<file path="config.mk">
export PLATFORM = sky130hd
export DESIGN_NAME = multilayer_slave_arbiter
export DESIGN_NICKNAME = d
export VERILOG_FILES = /design/src/multilayer_slave_arbiter.v
export VERILOG_INCLUDE_DIRS = /design/src
export SDC_FILE = /design/constraint.sdc
export NUM_CORES = 2
export LEC_CHECK = 0
export BUFFER_PORTS_ARGS = -buffer_cell sky130_fd_sc_hd__buf_2
export CAP_MARGIN = 25
export CORE_AREA = 3 3 264 331
export CTS_CLUSTER_SIZE = 8
export DETAILED_ROUTE_END_ITERATION = 10
export DIE_AREA = 0 0 267 334
export PLACE_DENSITY_LB_ADDON = 0.12
export SKIP_LAST_GASP = 1
export SLEW_MARGIN = 20
export SYNTH_ARGS = -nofsm -noshare
export SYNTH_HDL_FRONTEND = slang
export SYNTH_SLANG_ARGS = --single-unit
</file>
<file path="constraint.sdc">
create_clock -name i_clk -period 7.5 [get_ports i_clk]
set_input_delay 1.125 -clock i_clk [delete_from_list [all_inputs] [get_ports i_clk]]
set_output_delay 1.125 -clock i_clk [all_outputs]
set_load 0.005 [all_outputs]
</file>
<file path="src/matrix_arb_defs.vh">
// constants for the multi-layer slave arbiter
// assumes an APB register port and AHB-Lite master request buses
// Summary of operation
// - each master decodes with its own remap
// - boot area routes to ROM or flash
// - no-default policy disconnects slave when idle
// - last-access policy parks on latest requester
// - fixed policy parks on software-chosen master
// - 2-bit kind, 4-bit fixed master selector
// - one independent arbiter per slave
// - per-slave round-robin or fixed-priority select
// - parking policy combines with either algorithm
// - rearbitrate only at idle, single, end, slot
// - idle means unconnected or owner not accessing
// - defined burst ends at its own length
// - undefined INCR unbroken or split at boundary
// - split code 0 none,1 single,2-4 4/8/16
// - slot counter loads at burst start, decrements
// - expired slot allows rearbitration after transfer
// - round-robin serves lowest first, then rotates
// - unparked round-robin grant costs one cycle
// - last master zero latency, others one
// - fixed master zero latency, others one
// - fixed priority grants largest priority value
// - equal priority goes to highest master number
// - per-slave programmable priority for each master
// - connect costs one cycle, parked master none
`ifndef MATRIX_ARB_DEFS_VH
`define MATRIX_ARB_DEFS_VH

`define NM 6
`define NS 9

// register offsets
`define MCFG_BASE 12'h000
`define SCFG_BASE 12'h040
`define PRAS_BASE 12'h080
`define PRAS_STEP 8
`define MRCR_OFF 12'h100
`define STAT_OFF 12'h120

// slave setup fields and reset values
`define SLOT_LSB 0
`define DTYPE_LSB 16
`define FIXM_LSB 18
`define ARBITRATION_KIND_SEL_LSB 24
`define SCFG_RST 32'h00000010
`define SCFG0_RST 32'h00010010
`define SCFG1_RST 32'h00050010

`define DEF_NONE 2'h0
`define DEF_LAST 2'h1
`define DEF_FIXED 2'h2
`define ARB_FIX 2'h1

// address decode
`define BOOT_TOP 8'h00
`define SLV_TOP 4'h1
`define ROM_SLV 4'h2
`define FLASH_SLV 4'h3
`define NO_SLV 4'hF

`endif

</file>
<file path="src/multilayer_slave_arbiter.v">
// per-slave arbitration and grant logic of a multi-layer AHB-Lite matrix
// assumes master request buses and slave ready come from the same clock
//
// Added by the designer: register access over APB and the register offsets.
`timescale 1ns/1ps
`include "matrix_arb_defs.vh"

module multilayer_slave_arbiter (
  input wire i_clk, // system clock
  input wire i_srst, // sync reset, active high
  input wire i_psel, // apb select
  input wire i_penable, // apb enable
  input wire i_pwrite, // apb write
  input wire [11:0] i_paddr, // apb byte address
  input wire [31:0] i_pwdata, // apb write data
  output wire [31:0] o_prdata, // apb read data
  output wire o_pready, // apb ready
  output wire o_pslverr, // apb error
  input wire [2*`NM-1:0] i_m_htrans, // htrans per master
  input wire [3*`NM-1:0] i_m_hburst, // hburst per master
  input wire [32*`NM-1:0] i_m_haddr, // haddr per master
  input wire [`NS-1:0] i_s_hready, // hready per slave
  output wire [`NS*`NM-1:0] o_grant // grant, slave s bit s*6+m
);

  // ==========================================================
  // apb access timing
  reg rdy;
  reg err;
  reg [31:0] rdata;
  reg [31:0] next_rdata;
  reg next_err;
  wire wr_en;
  wire setup;

  assign setup = i_psel & ~i_penable;
  assign wr_en = i_psel & i_penable & rdy & i_pwrite;
  assign o_prdata = rdata;
  assign o_pready = rdy;
  assign o_pslverr = err;

  // ==========================================================
  // master side: remap, split setting, decoder
  reg [`NM-1:0] remap;
  wire [3*`NM-1:0] undefined_burst_split_f;
  wire [`NS*`NM-1:0] req;
  wire [`NS-1:0] busy;

  always @(posedge i_clk) begin
    if (i_srst) begin
      remap <= 6'h00;
    end else if (wr_en && i_paddr == `MRCR_OFF) begin
      remap <= i_pwdata[5:0];
    end
  end

  genvar m, n;
  generate
    for (m = 0; m < `NM; m = m + 1) begin : g_m
      reg [2:0] undefined_burst_split;
      reg [3:0] dsel;
      wire [31:0] ha = i_m_haddr[32*m +: 32];

      always @(posedge i_clk) begin
        if (i_srst) begin
          undefined_burst_split <= 3'h0;
        end else if (wr_en && i_paddr == `MCFG_BASE + 4*m) begin
          undefined_burst_split <= i_pwdata[2:0];
        end
      end
      assign undefined_burst_split_f[3*m +: 3] = undefined_burst_split;

      // boot area follows this master's own remap bit
      always @* begin
        if (ha[31:24] == `BOOT_TOP) begin
          dsel = remap[m] ? `FLASH_SLV : `ROM_SLV;
        end else if (ha[31:28] == `SLV_TOP && ha[27:24] < `NS) begin
          dsel = ha[27:24];
        end else begin
          dsel = `NO_SLV;
        end
      end

      for (n = 0; n < `NS; n = n + 1) begin : g_r
        assign req[n*`NM+m] = i_m_htrans[2*m+1] && dsel == n;
      end
    end
  endgenerate

  // ==========================================================
  // slave side: setup registers and one arbiter each
  wire [32*`NS-1:0] scfg_rd;
  wire [32*`NS-1:0] pras_rd;

  genvar s;
  generate
    for (s = 0; s < `NS; s = s + 1) begin : g_s
      localparam [31:0] RV = (s == 0) ? `SCFG0_RST :
                             (s == 1) ? `SCFG1_RST : `SCFG_RST;
      reg [7:0] slot;
      reg [1:0] dtype;
      reg [3:0] fixm;
      reg [1:0] arbitration_kind_sel;
      reg [11:0] prio;
      reg [2:0] own;
      reg own_v;
      reg [2:0] rr;
      reg lastv;
      reg [4:0] cnt;
      reg [7:0] slc;
      reg [5:0] gnt;
      reg [2:0] next_own;
      reg next_v;
      reg [2:0] win;
      reg [1:0] best;
      reg found;
      reg [4:0] blen;
      reg [4:0] ulen;
      reg [4:0] eff;
      reg [4:0] next_cnt;
      integer i;
      integer j;
      wire [5:0] rq = req[s*`NM +: `NM];
      wire [1:0] otr = i_m_htrans[own*2 +: 2];
      wire [2:0] obu = i_m_hburst[own*3 +: 3];
      wire [2:0] oul = undefined_burst_split_f[own*3 +: 3];
      wire nonseq = otr == 2'h2;
      wire idle = !own_v || !rq[own];
      wire acc = !idle && i_s_hready[s];
      wire slexp = acc && !nonseq && slc == 8'h00;
      wire arb = idle || (acc && eff == 5'd1) || slexp;

      // ------------------------------------------------------
      // setup registers
      always @(posedge i_clk) begin
        if (i_srst) begin
          slot <= RV[`SLOT_LSB +: 8];
          dtype <= RV[`DTYPE_LSB +: 2];
          fixm <= RV[`FIXM_LSB +: 4];
          arbitration_kind_sel <= RV[`ARBITRATION_KIND_SEL_LSB +: 2];
          prio <= 12'h000;
        end else begin
          if (wr_en && i_paddr == `SCFG_BASE + 4*s) begin
            slot <= i_pwdata[`SLOT_LSB +: 8];
            dtype <= i_pwdata[`DTYPE_LSB +: 2];
            fixm <= i_pwdata[`FIXM_LSB +: 4];
            arbitration_kind_sel <= i_pwdata[`ARBITRATION_KIND_SEL_LSB +: 2];
          end
          if (wr_en && i_paddr == `PRAS_BASE + `PRAS_STEP*s) begin
            prio <= {i_pwdata[21:20], i_pwdata[17:16], i_pwdata[13:12],
                     i_pwdata[9:8], i_pwdata[5:4], i_pwdata[1:0]};
          end
        end
      end
      assign scfg_rd[32*s +: 32] = {6'h00, arbitration_kind_sel, 2'h0, fixm, dtype, 8'h00, slot};
      assign pras_rd[32*s +: 32] = {8'h00, 2'h0, prio[11:10], 2'h0, prio[9:8],
                                    2'h0, prio[7:6], 2'h0, prio[5:4],
                                    2'h0, prio[3:2], 2'h0, prio[1:0]};
      assign busy[s] = own_v;
      assign o_grant[s*`NM +: `NM] = gnt;

      // ------------------------------------------------------
      // predicted end of burst for the connected master
      always @* begin
        case (oul)
          3'h1: ulen = 5'd1;
          3'h2: ulen = 5'd4;
          3'h3: ulen = 5'd8;
          3'h4: ulen = 5'd16;
          default: ulen = 5'd0;
        endcase
        case (obu)
          3'h0: blen = 5'd1;
          3'h1: blen = ulen;
          3'h2, 3'h3: blen = 5'd4;
          3'h4, 3'h5: blen = 5'd8;
          default: blen = 5'd16;
        endcase
        eff = nonseq ? blen : cnt;
        // split counts reload at each boundary; zero means never ends
        if (eff == 5'd0) begin
          next_cnt = 5'd0;
        end else if (eff == 5'd1) begin
          next_cnt = (obu == 3'h1) ? ulen : 5'd0;
        end else begin
          next_cnt = eff - 5'd1;
        end
      end

      // ------------------------------------------------------
      // winner selection
      always @* begin
        win = 3'h0;
        best = 2'h0;
        found = 1'b0;
        j = 0;
        if (arbitration_kind_sel == `ARB_FIX) begin
          // >= lets a later, higher-numbered master take a tie
          for (i = 0; i < `NM; i = i + 1) begin
            if (rq[i] && (!found || prio[2*i +: 2] >= best)) begin
              win = i[2:0];
              best = prio[2*i +: 2];
              found = 1'b1;
            end
          end
        end else begin
          // pointer starts at the top so master 0 wins first
          for (i = 1; i <= `NM; i = i + 1) begin
            j = (rr + i) % `NM;
            if (rq[j] && !found) begin
              win = j[2:0];
              found = 1'b1;
            end
          end
        end
      end

      // ------------------------------------------------------
      // next connection
      always @* begin
        next_own = own;
        next_v = own_v;
        if (arb) begin
          if (found) begin
            next_own = win;
            next_v = 1'b1;
          end else begin
            case (dtype)
              `DEF_LAST: begin
                next_own = rr;
                next_v = lastv;
              end
              `DEF_FIXED: begin
                next_own = fixm[2:0];
                next_v = fixm < `NM;
              end
              default: begin
                next_v = 1'b0;
              end
            endcase
          end
        end
      end

      // ------------------------------------------------------
      // grant and counters; a new connection shows next cycle
      always @(posedge i_clk) begin
        if (i_srst) begin
          own <= 3'h0;
          own_v <= 1'b0;
          rr <= 3'h5;
          lastv <= 1'b0;
          cnt <= 5'd0;
          slc <= 8'h00;
          gnt <= 6'h00;
        end else begin
          own <= next_own;
          own_v <= next_v;
          gnt <= next_v ? (6'h01 << next_own) : 6'h00;
          if (arb && found) begin
            rr <= win;
            lastv <= 1'b1;
          end
          if (acc) begin
            cnt <= next_cnt;
          end
          if ((acc && nonseq) || (arb && found)) begin
            slc <= slot;
          end else if (slc != 8'h00) begin
            slc <= slc - 8'h01;
          end
        end
      end
    end
  endgenerate

  // ==========================================================
  // apb read mux and answer
  integer k;

  always @* begin
    next_rdata = 32'h00000000;
    next_err = 1'b1;
    if (i_paddr == `MRCR_OFF) begin
      next_rdata = {26'h0000000, remap};
      next_err = 1'b0;
    end
    if (i_paddr == `STAT_OFF) begin
      next_rdata = {23'h000000, busy};
      next_err = 1'b0;
    end
    for (k = 0; k < `NM; k = k + 1) begin
      if (i_paddr == `MCFG_BASE + 4*k) begin
        next_rdata = {29'h00000000, undefined_burst_split_f[3*k +: 3]};
        next_err = 1'b0;
      end
    end
    for (k = 0; k < `NS; k = k + 1) begin
      if (i_paddr == `SCFG_BASE + 4*k) begin
        next_rdata = scfg_rd[32*k +: 32];
        next_err = 1'b0;
      end
      if (i_paddr == `PRAS_BASE + `PRAS_STEP*k) begin
        next_rdata = pras_rd[32*k +: 32];
        next_err = 1'b0;
      end
    end
  end

  // one wait-free access cycle: answer is set up during setup phase
  always @(posedge i_clk) begin
    if (i_srst) begin
      rdy <= 1'b0;
      err <= 1'b0;
      rdata <= 32'h00000000;
    end else begin
      rdy <= setup;
      if (setup) begin
        err <= next_err;
        rdata <= i_pwrite ? 32'h00000000 : next_rdata;
      end else begin
        err <= 1'b0;
      end
    end
  end

endmodule

</file>
==> impl_results.md <==
- Outcome: finished with violations
- Failing checks: setup timing
- GRT Total Usage: 44.22%
- Most numerous cell in the Yosys netlist: nand2_1
- Clk buf depth: 3
- Pwr dens: 268.2 mW/mm²
- Initial Util: 54.83%
- Period minus WS final: 7.628 ns
- Initial antenna violation count: 11
- Vias per cell: 6.823
- Async SR Flop Fraction: 0%
- Fin. Hold Viols: 0
- Avg Inst Size Synth: 7.379 µm²
- Clock Root Buffer: clkbuf_16
- Port Buffer Count: 199
- Routability Congestion: 1.067
- Slowest library cell on the worst path: or4b_4
- Die height: 334 µm
- Worst Hold Depth: 2
- Most common flop cell mapped by yosys: dfxtp_1
- Slew headroom: 20.63%
- Worst vdd ir: 0.2750 mV
- Worst EP arrival: 8.20 ns
- Grt ovf: 0
- Yosys cell types: 127
- Drt drc: 0
- Worst-path clk slew: 0.06 ns
- Via Count: 51960
- Core Area: 0.08427 mm²
- Post-synthesis cell area: 0.04621 mm²
- Critical Setup Path Class: in -> reg
- Routed len/inst: 27.34 µm
- Antenna viol nets, final: 0
- Place WS: -0.9352 ns
- Register area share after synthesis: 23.44%
- EDFF count, synth: 0
- Largest area contributor in the netlist: dfxtp_1
- Final slew viol count: 0
- Max-cap viol count: 0
- Area grow syn2layout: 16.38%
- Yosys warning count: 0
- Hold WC Path Type: reg -> reg
- Leak Pwr: 20.24 nW
- Cts bufs inserted: 78
- Final setup vio count: 28
- Most frequent CP cell: a21oi_2
- FMAX: 131.1 MHz
- Flops & latches, synth: 541
- Top-level I/O count: 368
- Site Rows: 119
- Setup crit start kind: primary input
- Worst Hold Launch: g_s[0].lastv
- Synth top area cells: dfxtp_1 23%, nand2_1 7.8%, ha_1 6.9%, a21oi_1 6.8%, mux2i_1 4.2%
- Detailed Route Iter0 Violations: 6624
- Share of cells above drive strength 1: 17.31%
- R2r startpoint: remap[0]
- Seq pwr share: 25.0%
- CTS tree: done
- Clk sink count: 541
- Most frequent cells after synthesis: 956 x nand2_1, 628 x a21oi_1, 541 x dfxtp_1, 489 x nor2_1, 284 x clkbuf_1
- CP max stage delay: 0.61 ns
- Internal power: 0.008056 W
- Worst setup EP type: flop
- Number of global-route vias before repair: 47140
- Final WS setup: -0.1283 ns
- Largest net degree at the start of global routing: 113
- Worst-Skew Late Latency: 0.65 ns
- Worst-Margin Slew: 1.186 ns
- Final HPWL DP: 155700 µm
- Reg2Reg Depth: 39
- Gate power share: 52.3%
- Clock skew: 0.04108 ns
- Total Wirelength: 208200 µm
- CP Data Required Time: 8.08 ns
- RSZ-0062 raised after global routing: true
- Die Wd: 267 µm
- Total power: 0.01442 W
- Period utilization: 101.7%
- Crit Path Max Fanout: 4
- Die ar.: 0.08918 mm²
- Drt pass-1 iters: 10
- First-pass GRT wire length: 298800 µm
- H-tree lvl count: 3
- Syn Inst Count: 6262
- Share of the synthesized area in the top cell type: 23.44%
- Final #Nets: 7043
- Clock share of power: 22.8%
- Sw Pwr: 0.006365 W
- Launch point of the worst path: i_m_haddr[29]
- Sw Share: 44.14%
[power groups by stage]
stage / registers [W] / logic [W] / clock network [W]
final: 0.00360 / 0.00754 / 0.00328
after global routing: 0.00362 / 0.00820 / 0.00339
after global placement: 0.00363 / 0.00690 / 0
after detailed placement: 0.00363 / 0.00700 / 0
after floorplan: 0.00342 / 0.00534 / 0
after CTS: 0.00358 / 0.00714 / 0.00328
[cell families (layout without fill, tap and decap cells)]
group / count (synthesis) / after routing / share of synthesized area, %
xor+xnor: 90 / 90 / 1.755
flops: 541 / 541 / 23.44
fa+ha+maj: 255 / 255 / 6.905
compound gates: 1811 / 1811 / 26.45
buf+inv: 654 / 899 / 5.678
simple gates: 2607 / 2607 / 27.90
mux: 303 / 303 / 7.864
other cells: 1 / 20 / 0.008116
[sequential cells by signal (all words and copies together) (netlist names)]
register                   flops
g_s.prio                     108
g_s.slc                       72
g_s.slot                      72
g_s.gnt                       54
g_s.cnt                       45
g_s.fixm                      36
g_s.own                       27
g_s.rr                        27
o_prdata                      20
g_m.undefined_burst_split     18
g_s.arbitration_kind_sel      18
g_s.dtype                     18
g_s.lastv                      9
g_s.own_v                      9
remap                          6
o_pready                       1
o_pslverr                      1
[layer usage]
layer,vias up,GRT usage (%),wire [µm]
met1,24540,53.24,76700
li1,23490,-,-
met5,-,0,46
met2,3054,66.76,88050
met4,6,38.28,21480
met3,872,9.492,21940
[stage by stage]
step	utilization (%)	instance area, µm²	hold slack (ns)	instances	TNS, ns
after floorplan	-	46690	0.4249	6273	-3.050
after global placement	58.81	49560	0.4336	7453	-60.89
after detailed placement	58.83	49580	0.4380	7455	-72.04
after CTS	61.83	52100	0.4465	7565	-0.2462
after global routing	63.79	53760	0.4664	7609	-15.35
final	63.81	53780	0.4473	7615	-1.253
[critical path: cells and delay by family]
family | cells | cell delay [ns]
buffers and inverters | 5 | 0.62
muxes | 3 | 1.02
AOI/OAI and AO/OA | 15 | 2.34
adders and majority gates | 5 | 1.23
and+or+nand+nor | 10 | 1.83
[cells in the final DEF (no fill, tap or decap), types with 65 or more instances in the layout]
master / count
o21ai_0: 191
mux2i_1: 185
nand2_1: 945
or3_1: 100
dfxtp_1: 541
buf_4: 295
nand3_1: 138
a21oi_1: 571
ha_1: 226
nor3_1: 166
inv_1: 269
nor2_1: 478
nand2b_1: 101
a22oi_1: 86
nor2b_1: 75
a211oi_1: 69
nor4_1: 65
buf_2: 194
clkbuf_16: 79
[path summary, 6_finish.rpt]
kind                                       to  slack [ns]
worst min register to register   g_s[0].lastv        0.45
worst min-delay path             g_s[0].lastv        0.45
worst max register to register  g_s[3].gnt[5]        0.31
worst max-delay path            g_s[7].gnt[2]       -0.13
[timing repair]
item / in CTS / in global routing
setup endpoints to repair: 69 / 105
pin swaps: 54 / 170
setup buffers: 21 / 41
gates resized for setup: 61 / 248
hold buffers: 0 / 0
[final cells by class]
cell class                 count  area [µm²]
antenna                        8       20.02
tap                         1089        1363
fill                        7509       30500
clock buffer                  83        2002
sequential                   541       10830
inverter                     282        1059
timing repair buffer         527        3666
multi-input combinational   5078       34730
clock inverter                 7       105.1
Note: power is estimated with default switching activity, not from simulation.
